==> src/rtl/plsr_consts.svh <==
`ifndef PLSR_CONSTS_SVH
`define PLSR_CONSTS_SVH
`define PLSR_STAGES 8
`define PLSR_LAST 7
`endif

==> src/rtl/plsr_pkg.sv <==
`include "plsr_consts.svh"
package plsr_pkg;
   typedef struct packed {
      logic [`PLSR_STAGES-1:0] stage;
      logic [2:0] clk_sync;
      logic [2:0] inh_sync;
      logic clk_seen;
      logic inh_seen;
   } plsr_state_t;
endpackage

==> src/rtl/plsr_shift_register.sv <==
`timescale 1ns/10ps
`include "plsr_consts.svh"
module plsr_shift_register
   import plsr_pkg::*;
(
   // System
   input wire logic clk,
   input wire logic rst,
   input wire logic clk_en,
   // Pins in
   input wire logic shift_not_load,
   input wire logic shift_clock,
   input wire logic clock_inhibit,
   input wire logic chain_input,
   input wire logic [`PLSR_STAGES-1:0] parallel_in,
   // Pins out
   output logic last_stage_out,
   output logic last_stage_out_n
);
   plsr_state_t state_reg;
   plsr_state_t state_next;
   logic clk_filt;
   logic inh_filt;
   logic shift_fire;
   logic [`PLSR_STAGES-1:0] stage_d;

   // Filtered pin levels: change counts once stages 2 and 3 agree
   always_comb
   begin
      clk_filt = state_reg.clk_seen;
      inh_filt = state_reg.inh_seen;
      if (state_reg.clk_sync[1] == state_reg.clk_sync[2])
      begin
         clk_filt = state_reg.clk_sync[2];
      end
      if (state_reg.inh_sync[1] == state_reg.inh_sync[2])
      begin
         inh_filt = state_reg.inh_sync[2];
      end
      // Either input rising while the other is low
      shift_fire = (clk_filt & ~state_reg.clk_seen & ~inh_filt) |
         (inh_filt & ~state_reg.inh_seen & ~clk_filt);
   end

   // Per-stage next value: load, shift or hold
   generate
      for (genvar i = 0; i < `PLSR_STAGES; i++)
      begin : g_stage
         logic shift_src;
         if (i == 0)
         begin : g_first
            assign shift_src = chain_input;
         end
         else
         begin : g_rest
            assign shift_src = state_reg.stage[i-1];
         end
         assign stage_d[i] = !shift_not_load ?
            parallel_in[i] :
            (shift_fire ?
            shift_src :
            state_reg.stage[i]);
      end
   endgenerate

   always_comb
   begin
      state_next = state_reg;
      state_next.clk_sync = {state_reg.clk_sync[1:0], shift_clock};
      state_next.inh_sync = {state_reg.inh_sync[1:0], clock_inhibit};
      state_next.clk_seen = clk_filt;
      state_next.inh_seen = inh_filt;
      state_next.stage = stage_d;
   end

   // Stages are not reset; while rst is high they still load or shift when clk_en is set
   always_ff @(posedge clk)
   begin
      if (rst)
      begin
         state_reg.clk_sync <= 3'h0;
         state_reg.inh_sync <= 3'h7;
         state_reg.clk_seen <= 1'h0;
         state_reg.inh_seen <= 1'h1;
         if (clk_en)
         begin
            state_reg.stage <= state_next.stage;
         end
      end
      else if (clk_en)
      begin
         state_reg <= state_next;
      end
   end

   // Load is transparent to the outputs, as the part is asynchronous
   always_comb
   begin
      if (!shift_not_load)
      begin
         last_stage_out = parallel_in[`PLSR_LAST];
      end
      else
      begin
         last_stage_out = state_reg.stage[`PLSR_LAST];
      end
      last_stage_out_n = ~last_stage_out;
   end

   chk_out_complement: assert property (@(posedge clk) disable iff (rst)
      last_stage_out_n == ~last_stage_out)
      else $error("complement output mismatch");
   chk_load_follow: assert property (@(posedge clk) disable iff (rst)
      (clk_en && !shift_not_load) |=> state_reg.stage == $past(parallel_in))
      else $error("load did not capture inputs");
   chk_load_output: assert property (@(posedge clk) disable iff (rst)
      !shift_not_load |-> last_stage_out == parallel_in[`PLSR_LAST])
      else $error("load output wrong");
   chk_hold_idle: assert property (@(posedge clk) disable iff (rst)
      (clk_en && shift_not_load && !shift_fire) |=> $stable(state_reg.stage))
      else $error("stages changed without edge");
   chk_shift_move: assert property (@(posedge clk) disable iff (rst)
      (clk_en && shift_not_load && shift_fire) |=>
      state_reg.stage == {$past(state_reg.stage[`PLSR_LAST-1:0]),
      $past(chain_input)})
      else $error("shift wrong");
   chk_shift_out: assert property (@(posedge clk) disable iff (rst)
      shift_not_load |-> last_stage_out == state_reg.stage[`PLSR_LAST])
      else $error("output not last stage");
   chk_inhibit_block: assert property (@(posedge clk) disable iff (rst)
      (inh_filt && state_reg.inh_seen) |-> !shift_fire)
      else $error("shift while inhibited");
   chk_edge_symm: assert property (@(posedge clk) disable iff (rst)
      (inh_filt && !state_reg.inh_seen && !clk_filt) |-> shift_fire)
      else $error("inhibit edge ignored");

   chk_drop_last: assert property (@(posedge clk) disable iff (rst)
      (clk_en && shift_not_load && shift_fire) |=>
      state_reg.stage[`PLSR_LAST] ==
      $past(state_reg.stage[`PLSR_LAST-1]))
      else $error("final stage not replaced");

   chk_first_stage: assert property (@(posedge clk) disable iff (rst)
      (clk_en && shift_not_load && shift_fire) |=>
      state_reg.stage[0] == $past(chain_input))
      else $error("chain input not taken");

   chk_load_first: assert property (@(posedge clk) disable iff (rst)
      (clk_en && !shift_not_load) |=>
      state_reg.stage[0] == $past(parallel_in[0]))
      else $error("first stage load wrong");

   chk_load_last: assert property (@(posedge clk) disable iff (rst)
      (clk_en && !shift_not_load) |=>
      state_reg.stage[`PLSR_LAST] == $past(parallel_in[`PLSR_LAST]))
      else $error("final stage load wrong");

   chk_clock_block: assert property (@(posedge clk) disable iff (rst)
      (clk_filt && state_reg.clk_seen) |->
      !shift_fire)
      else $error("shift while clock high");

   chk_clock_edge: assert property (@(posedge clk) disable iff (rst)
      (clk_filt && !state_reg.clk_seen && !inh_filt) |->
      shift_fire)
      else $error("clock edge ignored");

   chk_one_shift: assert property (@(posedge clk) disable iff (rst)
      (clk_en && shift_fire) |=>
      !shift_fire)
      else $error("one edge gave two shifts");

   chk_clk_filter: assert property (@(posedge clk) disable iff (rst)
      (clk_filt != state_reg.clk_seen) |->
      (state_reg.clk_sync[1] == state_reg.clk_sync[2]))
      else $error("clock change before stages agree");

   chk_inh_filter: assert property (@(posedge clk) disable iff (rst)
      (inh_filt != state_reg.inh_seen) |->
      (state_reg.inh_sync[1] == state_reg.inh_sync[2]))
      else $error("inhibit change before stages agree");

   chk_clk_seen: assert property (@(posedge clk) disable iff (rst)
      clk_en |=>
      state_reg.clk_seen == $past(clk_filt))
      else $error("clock level not recorded");

   chk_inh_seen: assert property (@(posedge clk) disable iff (rst)
      clk_en |=>
      state_reg.inh_seen == $past(inh_filt))
      else $error("inhibit level not recorded");

   chk_reset_edges: assert property (@(posedge clk)
      rst |=>
      (!state_reg.clk_seen && state_reg.inh_seen))
      else $error("edge detect not reset");

   chk_freeze_hold: assert property (@(posedge clk) disable iff (rst)
      !clk_en |=>
      $stable(state_reg))
      else $error("state moved while disabled");

   chk_load_inverse: assert property (@(posedge clk) disable iff (rst)
      !shift_not_load |->
      last_stage_out_n == ~parallel_in[`PLSR_LAST])
      else $error("load inverse output wrong");
endmodule

==> config.mk <==
export PLATFORM = sky130hd
export DESIGN_NAME = plsr_shift_register
export DESIGN_NICKNAME = d
export VERILOG_FILES = /design/src/rtl/plsr_pkg.sv /design/src/rtl/plsr_shift_register.sv
export VERILOG_INCLUDE_DIRS = /design/src /design/src/rtl
export SDC_FILE = /design/constraint.sdc
export NUM_CORES = 1
export LEC_CHECK = 0
export BUFFER_PORTS_ARGS = -buffer_cell sky130_fd_sc_hd__buf_2
export CORE_MARGIN = 10
export CORE_UTILIZATION = 29
export CTS_BUF_LIST = sky130_fd_sc_hd__clkbuf_16
export DETAILED_ROUTE_END_ITERATION = 10
export PLACE_DENSITY_LB_ADDON = 0.15
export SLEW_MARGIN = 20
export SYNTH_ARGS = -nofsm -noshare
export SYNTH_HDL_FRONTEND = slang
export SYNTH_SLANG_ARGS = --single-unit
==> constraint.sdc <==
create_clock -name clk -period 3.35 [get_ports clk]
set_clock_uncertainty 0.05 [all_clocks]
set_input_delay 0.5025 -clock clk [delete_from_list [all_inputs] [get_ports clk]]
set_output_delay 0.5025 -clock clk [all_outputs]
set_load 0.01 [all_outputs]
==> impl_results.md, run 1 <==
- Final Net Count: ~110
- Final setup violation count: 0
- Initial antenna violation count: 0
- Asr flop ratio synth: 0%
- Pwr per Cell Area: between 500 and 600 nW/um^2
- Number of max-cap violations: 0
- Routed WL: between 1500 and 2000 um
- Synth warn: 0
- Crit path time final: 1.857 ns
- Pin count of the biggest net entering global routing: 28
- Setup crit start kind: input pin
- Drt pass-1 iters: 4
- Hold buffers post-CTS: 0
- Max-slew violation count: 0
- Maximum VDD drop: 309.1 uV
- # H-tree levels: 1
- Yosys cell types: 25
- Iter 0 DRT Violations: between 50 and 60
- Overflow after GRT: 0
- Sequential Area: ~400 um^2
- Status: completed
- Crit end category: output pin
- DR vias: approximately 600
- Num Clock Sinks: 16
- #FFs+latches synth: 16
- Area delta synth->final: 21.32%
- First-pass GRT wire length: around 2700 um
- Setup CP Type: input pin to output pin
- Crit-path max FO: 17
- N_diodes: 0
- Die W: between 70 and 80 um
- CTS buffer count: 3
- Core Region: about 2700 um^2
- Mean Syn Cell Area: between 10 and 15 um^2
- Clk root buf: clkbuf_16
- Vias in the first global route: 585
- Share of cells above drive strength 1: about a quarter
- Cell count after synthesis: 77
- DRC: 0
- Mapped Nets: 92
- Io pins: 17
- Setup tns final: 0 ns
- Worst skew pair latency: roughly 0.25 ns
- Total GRT Usage: under 10%
- Starting density of the core: between 20 and 30%
- Final core occ: between 30% and 40%
- Number of synthesized flops with an enable pin: 8
- Commonest cells post-synth: a21oi_1, mux2i_1, dfxtp_1, edfxtp_1, o22ai_1
- Mapped Area: just over 800 um^2
- Gpl congestion: about 0.66
- Post-synth top area share: about 30%
- Hold Crit Class: input pin to flip-flop
- ANT nets after route: 0
- FF-to-FF setup slack: about 1.7 ns
- Post-CTS setup buffers: 0
- Wire length per cell: 13.49 um
- Worst-margin pin slew: 0.5298 ns
- # rows: 19
- Max_slew headroom: 64.68%
- Clock slew at reported path FFs: 0.05 ns
- Critical Path AT: between 1 and 1.5 ns
- Largest cells by area after synthesis: edfxtp_1, dfxtp_1, mux2i_1
- Post_cts resized: 0
- Unrepaired setup endpoints after global routing: false
- Port buffer count: 16
- Sequential share of the synthesized area: about half
- Yosys top cell by area: edfxtp_1
- Hold Fails Final Rpt: 0
- Die area: 5335 um^2
- Achievable Freq: around 0.54 GHz
- Footprint of the multi-input gates: between 300 and 400 um^2
- LEAKAGE: approximately 0.45 nW
- Max reg flops: 7
- CTS tree: yes
- FILL cells: between 200 and 300
- Req. time, crit path: 2.80 ns
- Via density: roughly 5
- Main flop type after synthesis: edfxtp_1
- CTS max path bufs: 2
- Die Y: between 70 and 80 um
- Post-DP HPWL: roughly 1100 um
- Final worst-path cycle share: between 50% and 60%
-- worst paths after layout --
| kind | endpoint | depth (start not counted) | startpoint |
|---|---|---|---|
| max | last_stage_out_n | 4 | shift_not_load |
| min | state_next[3] | 2 | clock_inhibit |
| max reg2reg | g_stage[2].shift_src | 5 | state_next[4] |
| min reg2reg | state_next[7] | 2 | state_next[6] |
-- stage by stage --
stage	hold WS, ns	setup WS [ns]	total power, mW	instances	instance area (um^2)
CTS	0.4074	1.497	0.5193	122	989.7
finish	0.4105	1.493	0.5110	122	989.7
global placement	0.4249	1.505	0.2840	118	910.9
detailed placement	0.4416	1.497	0.2851	118	910.9
floorplan	0.4101	1.567	0.2668	77	815.8
global route	0.4289	1.436	0.5387	122	989.7
-- cell families after synthesis --
logic type      synth area share [%]
compound gates                 22.09
xor+xnor                       1.074
buf+inv                        3.833
flops                          49.08
mux                            14.88
simple gates                   9.049
-- placed cells by master (no fill, tap or decap) --
cell / instances
a211o_1: 3
a21o_1: 1
a21oi_1: 11
a21oi_4: 1
and2_1: 2
buf_2: 16
clkbuf_16: 3
dfxtp_1: 8
edfxtp_1: 8
inv_1: 2
inv_2: 1
mux2_1: 1
mux2i_1: 11
nand2_1: 1
nand2_2: 2
nand2b_1: 1
nand4bb_1: 1
nor2_1: 4
nor2b_1: 1
o21ai_1: 1
o21bai_1: 1
o22ai_1: 8
o22ai_2: 1
or3_1: 1
xor2_1: 1
-- layer usage --
| metal | routed length (um) | global-route usage (%) |
|---|---|---|
| met1 | 750 | 7.524 |
| met3 | 116 | 3.537 |
| met4 | 21 | 3.797 |
| met5 | 0 | 0 |
| met2 | 757 | 9.360 |
-- power breakdown --
part	internal (mW)	switching, mW	total (mW)
Clock	0.158	0.0727	0.231
Sequential	0.220	0.00748	0.228
Combinational	0.0251	0.0276	0.0526
Total	0.403	0.108	0.511
-- final cells by class --
| cell class | count | share of cell area (%) |
|---|---|---|
| Inverter | 2 | 0.7585 |
| Multi-Input combinational cell | 53 | 38.81 |
| Clock inverter | 1 | 0.3793 |
| Clock buffer | 3 | 7.585 |
| Sequential cell | 16 | 40.46 |
| Tap cell | 31 | 3.919 |
| Timing Repair Buffer | 16 | 8.091 |
-- critical path, stage by stage --
cell and delay, ns:
buf_2 0.26, mux2_1 0.37, inv_1 0.05, buf_2 0.12
No activity file was read; power rests on OpenSTA's default activity.
==> inputs of run 2 (changes only) <==
==> constraint.sdc (replaced) <==
create_clock -name clk -period 1.9 [get_ports clk]
set_clock_uncertainty 0.05 [all_clocks]
set_input_delay 0.285 -clock clk [delete_from_list [all_inputs] [get_ports clk]]
set_output_delay 0.285 -clock clk [all_outputs]
set_load 0.01 [all_outputs]
==> impl_results.md, run 2 (same netlist as run 1, synthesis figures left out) <==
- Pin count of the biggest net entering global routing: 28
- Maximum VDD drop: 657.7 uV
- FILL cells: about 270
- Overflow after GRT: 0
- Port buffer count: 16
- N_diodes: 0
- Final setup violation count: 0
- DP Area: roughly 920 um^2
- Setup CP Type: flip-flop to flip-flop
- Wire length per cell: about 14 um
- Cell area after layout: 997.2 um^2
- Clock slew at reported path FFs: around 0.040 ns
- Setup tns final: 0 ns
- LEAKAGE: around 0.46 nW
- CTS max path bufs: 2
- Footprint of the multi-input gates: approximately 380 um^2
- Logic pwr share: a little over a tenth
- Crit-path max FO: 8
- Pwr per Cell Area: 901.4 nW/um^2
- Power Internal: 0.7124 mW
- Hold buffers post-CTS: 0
- Tot Pwr: between 0.8 and 0.9 mW
- Unrepaired setup endpoints after global routing: false
- Num Clock Sinks: 16
- Seq pwr share: 44.7%
- Post-CTS setup buffers: 0
- Routed WL: ~1700 um
- Die area: around 5300 um^2
- Post_cts resized: 0
- Most frequent cells in the layout: buf_2, mux2i_1, a21oi_1
- WHS: 0.1965 ns
- Critical Path AT: around 1.6 ns
- Area delta synth->final: 22.24%
- Number of max-cap violations: 0
- Commonest non-fill, non-tap cell in the layout: buf_2
- Hold Crit Class: input pin to flip-flop
- # H-tree levels: 1
- Hold Path Stages: 2
- Post-DP HPWL: approximately 1200 um
- Sequential Area: approximately 400 um^2
- Status: completed
- Worst-margin pin slew: about 0.53 ns
- Final worst-path cycle share: a little under nine tenths
- DRC: 0
- R2R depth: 5
- Gpl congestion: approximately 0.66
- Share of cells above drive strength 1: between 20% and 30%
- Max reg flops: 7
- Switch Pwr: 0.1865 mW
- DR vias: between 600 and 700
- Clk root buf: clkbuf_16
- Sw Share: between 20 and 25%
- Io pins: 17
- Crit end category: flip-flop
- CTS tree: yes
- Max_slew headroom: 64.45%
- Final core occ: a little over a third
- First-pass GRT wire length: ~2800 um
- Hold Fails Final Rpt: 0
- Final Net Count: 108
- Drt pass-1 iters: 3
- Iter 0 DRT Violations: 40
- Crit path time final: around 1.6 ns
- Starting density of the core: 29.84%
- CTS buffer count: 3
- Via density: 5.024
- Worst skew pair latency: ~0.24 ns
- Setup crit start kind: flip-flop
- # rows: 19
- Req. time, crit path: 1.84 ns
- Core Region: approximately 2700 um^2
- Achievable Freq: between 0.6 and 0.7 GHz
- Initial antenna violation count: 0
- Max-slew violation count: 0
- Total GRT Usage: 6.679%
- Die Y: 73.04 um
- ANT nets after route: 0
- Clock share of power: between 40% and 50%
- Die W: between 70 and 80 um
- Vias in the first global route: about 640
## run 2: routing by layer
layer | vias to the layer above | track usage [%] | part of all wire (%)
met2 | 10 | 10.51 | 44
met1 | 284 | 7.171 | 49
li1 | 320 | - | -
met5 | - | 0 | 0
met4 | 0 | 2.954 | 1.1
met3 | 4 | 3.673 | 5.6
## run 2: area by class of cell
| type | count | share of cell area [%] |
|---|---|---|
| Clock buffer | 3 | 7.528 |
| Clock inverter | 1 | 0.3764 |
| Inverter | 2 | 0.7528 |
| Multi-Input combinational cell | 53 | 38.52 |
| Sequential cell | 16 | 40.15 |
| Tap cell | 31 | 3.890 |
| Timing Repair Buffer | 17 | 8.783 |
## run 2: power by group through the flow
| stage | Sequential [mW] | Combinational (mW) | Clock (mW) |
|---|---|---|---|
| after floorplan | 0.404 | 0.0661 | 0 |
| after global placement | 0.409 | 0.0942 | 0 |
| after detailed placement | 0.409 | 0.0949 | 0 |
| after CTS | 0.402 | 0.0950 | 0.419 |
| after global routing | 0.405 | 0.106 | 0.437 |
| final | 0.402 | 0.0943 | 0.402 |
## run 2: worst paths after layout
check                              startpoint              endpoint  slack, ns
worst max-delay path            state_next[7]  g_stage[7].shift_src       0.27
worst min-delay path            clock_inhibit         state_next[3]       0.20
worst max register to register  state_next[7]  g_stage[7].shift_src       0.27
worst min register to register  state_next[6]         state_next[6]       0.44
## run 2: critical path, stage by stage (launching register included)
cell and delay, ns:
dfxtp_1 0.44, nand2_2 0.07, xor2_1 0.17, a21oi_4 0.33
mux2i_1 0.23, a21oi_1 0.09
## run 2: per-stage QoR
| stage | setup WS [ns] | instances |
|---|---|---|
| final | 0.2653 | 123 |
| after CTS | 0.2518 | 123 |
| after floorplan | 0.3703 | 77 |
| after detailed placement | 0.2576 | 119 |
| after global routing | 0.1394 | 123 |
| after global placement | 0.2864 | 119 |
==> inputs of run 3 (changes only) <==
--- a/config.mk
+++ b/config.mk
@@ -6,11 +6,12 @@
 export SDC_FILE = /design/constraint.sdc
 export NUM_CORES = 1
 export LEC_CHECK = 0
-export BUFFER_PORTS_ARGS = -buffer_cell sky130_fd_sc_hd__buf_2
 export CORE_MARGIN = 10
 export CORE_UTILIZATION = 29
 export CTS_BUF_LIST = sky130_fd_sc_hd__clkbuf_16
 export DETAILED_ROUTE_END_ITERATION = 10
+export DONT_BUFFER_PORTS = 1
+export GPL_ROUTABILITY_DRIVEN = 0
 export PLACE_DENSITY_LB_ADDON = 0.15
 export SLEW_MARGIN = 20
 export SYNTH_ARGS = -nofsm -noshare
==> impl_results.md, run 3 (same netlist as run 1, synthesis figures left out) <==
- Status: completed
- Worst r2r src: state_reg[7]
- First-pass GRT wire length: 2780 um
- Share of cells above drive strength 1: about a tenth
- Max_slew headroom: 76.19%
- Wire length per cell: about 16 um
- Port buffer count: 0
- DR vias: between 500 and 600
- CTS buffer count: 3
- Clk root buf: clkbuf_16
- Number of max-cap violations: 0
- Total GRT Usage: under 10%
- Final worst-path cycle share: around 86%
- Num Clock Sinks: 16
- Crit-path max FO: 8
- Cell area after layout: between 900 and 1000 um^2
- Post-DP HPWL: about 1200 um
- Met3 WL: 117 um
- Die Y: about 73 um
- Core Region: about 2700 um^2
- M1 WL: approximately 770 um
- Req. time, crit path: 1.84 ns
- Post-CTS setup buffers: 0
- Via density: just over 5
- Worst-margin pin slew: around 0.36 ns
- Max reg flops: 7
- Cell Count, Final, Fillers Out: 106
- Final Net Count: 91
- Top Metal Used: met4
- Pin count of the biggest net entering global routing: 28
- Initial antenna violation count: 0
- WHS: about 0.058 ns
- FF-to-FF setup slack: 0.27 ns
- Hold Fails Final Rpt: 0
- Pwr per Cell Area: around 950 nW/um^2
- Hold buffers post-CTS: 0
- Critical Path AT: approximately 1.6 ns
- Achievable Freq: ~0.61 GHz
- Setup crit start: state_reg[7]
- Final setup violation count: 0
- # rows: 19
- Io pins: 17
- Iter 0 DRT Violations: 29
- Setup CP Type: flip-flop to flip-flop
- Area delta synth->final: 11.50%
- Worst skew pair latency: 0.24 ns
- R2R depth: 5
- DRC: 0
- Sequential Area: about 400 um^2
- Hold Crit Class: input pin to flip-flop
- Tot Pwr: approximately 0.87 mW
- DP Area: 830.8 um^2
- Most frequent cells in the layout: mux2i_1, a21oi_1, o22ai_1, edfxtp_1, dfxtp_1
- Crit end category: flip-flop
- Footprint of the multi-input gates: about 380 um^2
- Starting density of the core: between 20 and 30%
- Die area: 5335 um^2
- N_diodes: 0
- # H-tree levels: 1
- ANT nets after route: 0
- Setup tns final: 0 ns
- LEAKAGE: about 0.39 nW
- DR WL met2: 745 um
- Maximum VDD drop: 679.3 uV
- Routed WL: 1650 um
- CTS max path bufs: 2
- Setup crit start kind: flip-flop
- Unrepaired setup endpoints after global routing: false
- Capture point of the worst path: g_stage[6].shift_src
- Overflow after GRT: 0
- Placed cells: about 100
- Hold Path Stages: 1
- Die W: ~73 um
- Drt pass-1 iters: 4
- FILL cells: 275
- Reg2Reg Capture Point: g_stage[6].shift_src
- CTS tree: yes
- Vias in the first global route: ~550
- Post_cts resized: 0
- Clock slew at reported path FFs: about 0.050 ns
- Crit path time final: 1.627 ns
- Max-slew violation count: 0
==> run 3: changes by cell type in the layout (fill, tap and decap cells not counted) <==
cell      previous run  this run
buf_2               16         0
buf_4                1         0
clkinv_1             0         1
inv_1                2         1
==> run 3: how the worst min path moves through the flow <==
| stage | startpoint | endpoint |
|---|---|---|
| after detailed placement | rst | state_reg[1] |
| after global routing | rst | state_next[7] |
| after floorplan | clk_en | g_stage[1].shift_src |
| after CTS | rst | state_reg[1] |
| after global placement | rst | state_reg[1] |
| final | rst | state_reg[1] |
==> run 3: layout make-up <==
cell class	instances	area share (%)
clock inverter	1	0.4127
multi-input combinational	53	42.23
tap	31	4.264
inverter	2	0.8253
clock buffer	3	8.253
sequential	16	44.02
==> run 3: power breakdown <==
part	switching (mW)	internal, mW	total, mW
Sequential	0.0138	0.388	0.402
Clock	0.128	0.279	0.407
Combinational	0.0249	0.0324	0.0573
Total	0.166	0.700	0.866
==> run 3: worst max-delay path: stages, from the launching register on <==
cell and delay [ns]:
dfxtp_1 0.43, nand2_2 0.08, xor2_1 0.17, a21oi_4 0.33
mux2i_1 0.24, a21oi_1 0.08
==> run 3: stage by stage <==
step	worst slack, ns	utilization (%)
2_1_floorplan	0.3703	-
3_3_place_gp	0.2741	30.39
3_5_place_dp	0.2681	30.39
4_1_cts	0.2576	33.27
5_1_grt	0.1320	33.27
6_report	0.2728	33.27
==> run 3: layer usage <==
layer  up-vias  global-route usage, %
met5         -                      0
met4         0                  3.165
met3         2                  3.946
met2        10                  9.456
met1       253                  7.806
li1        281                      -
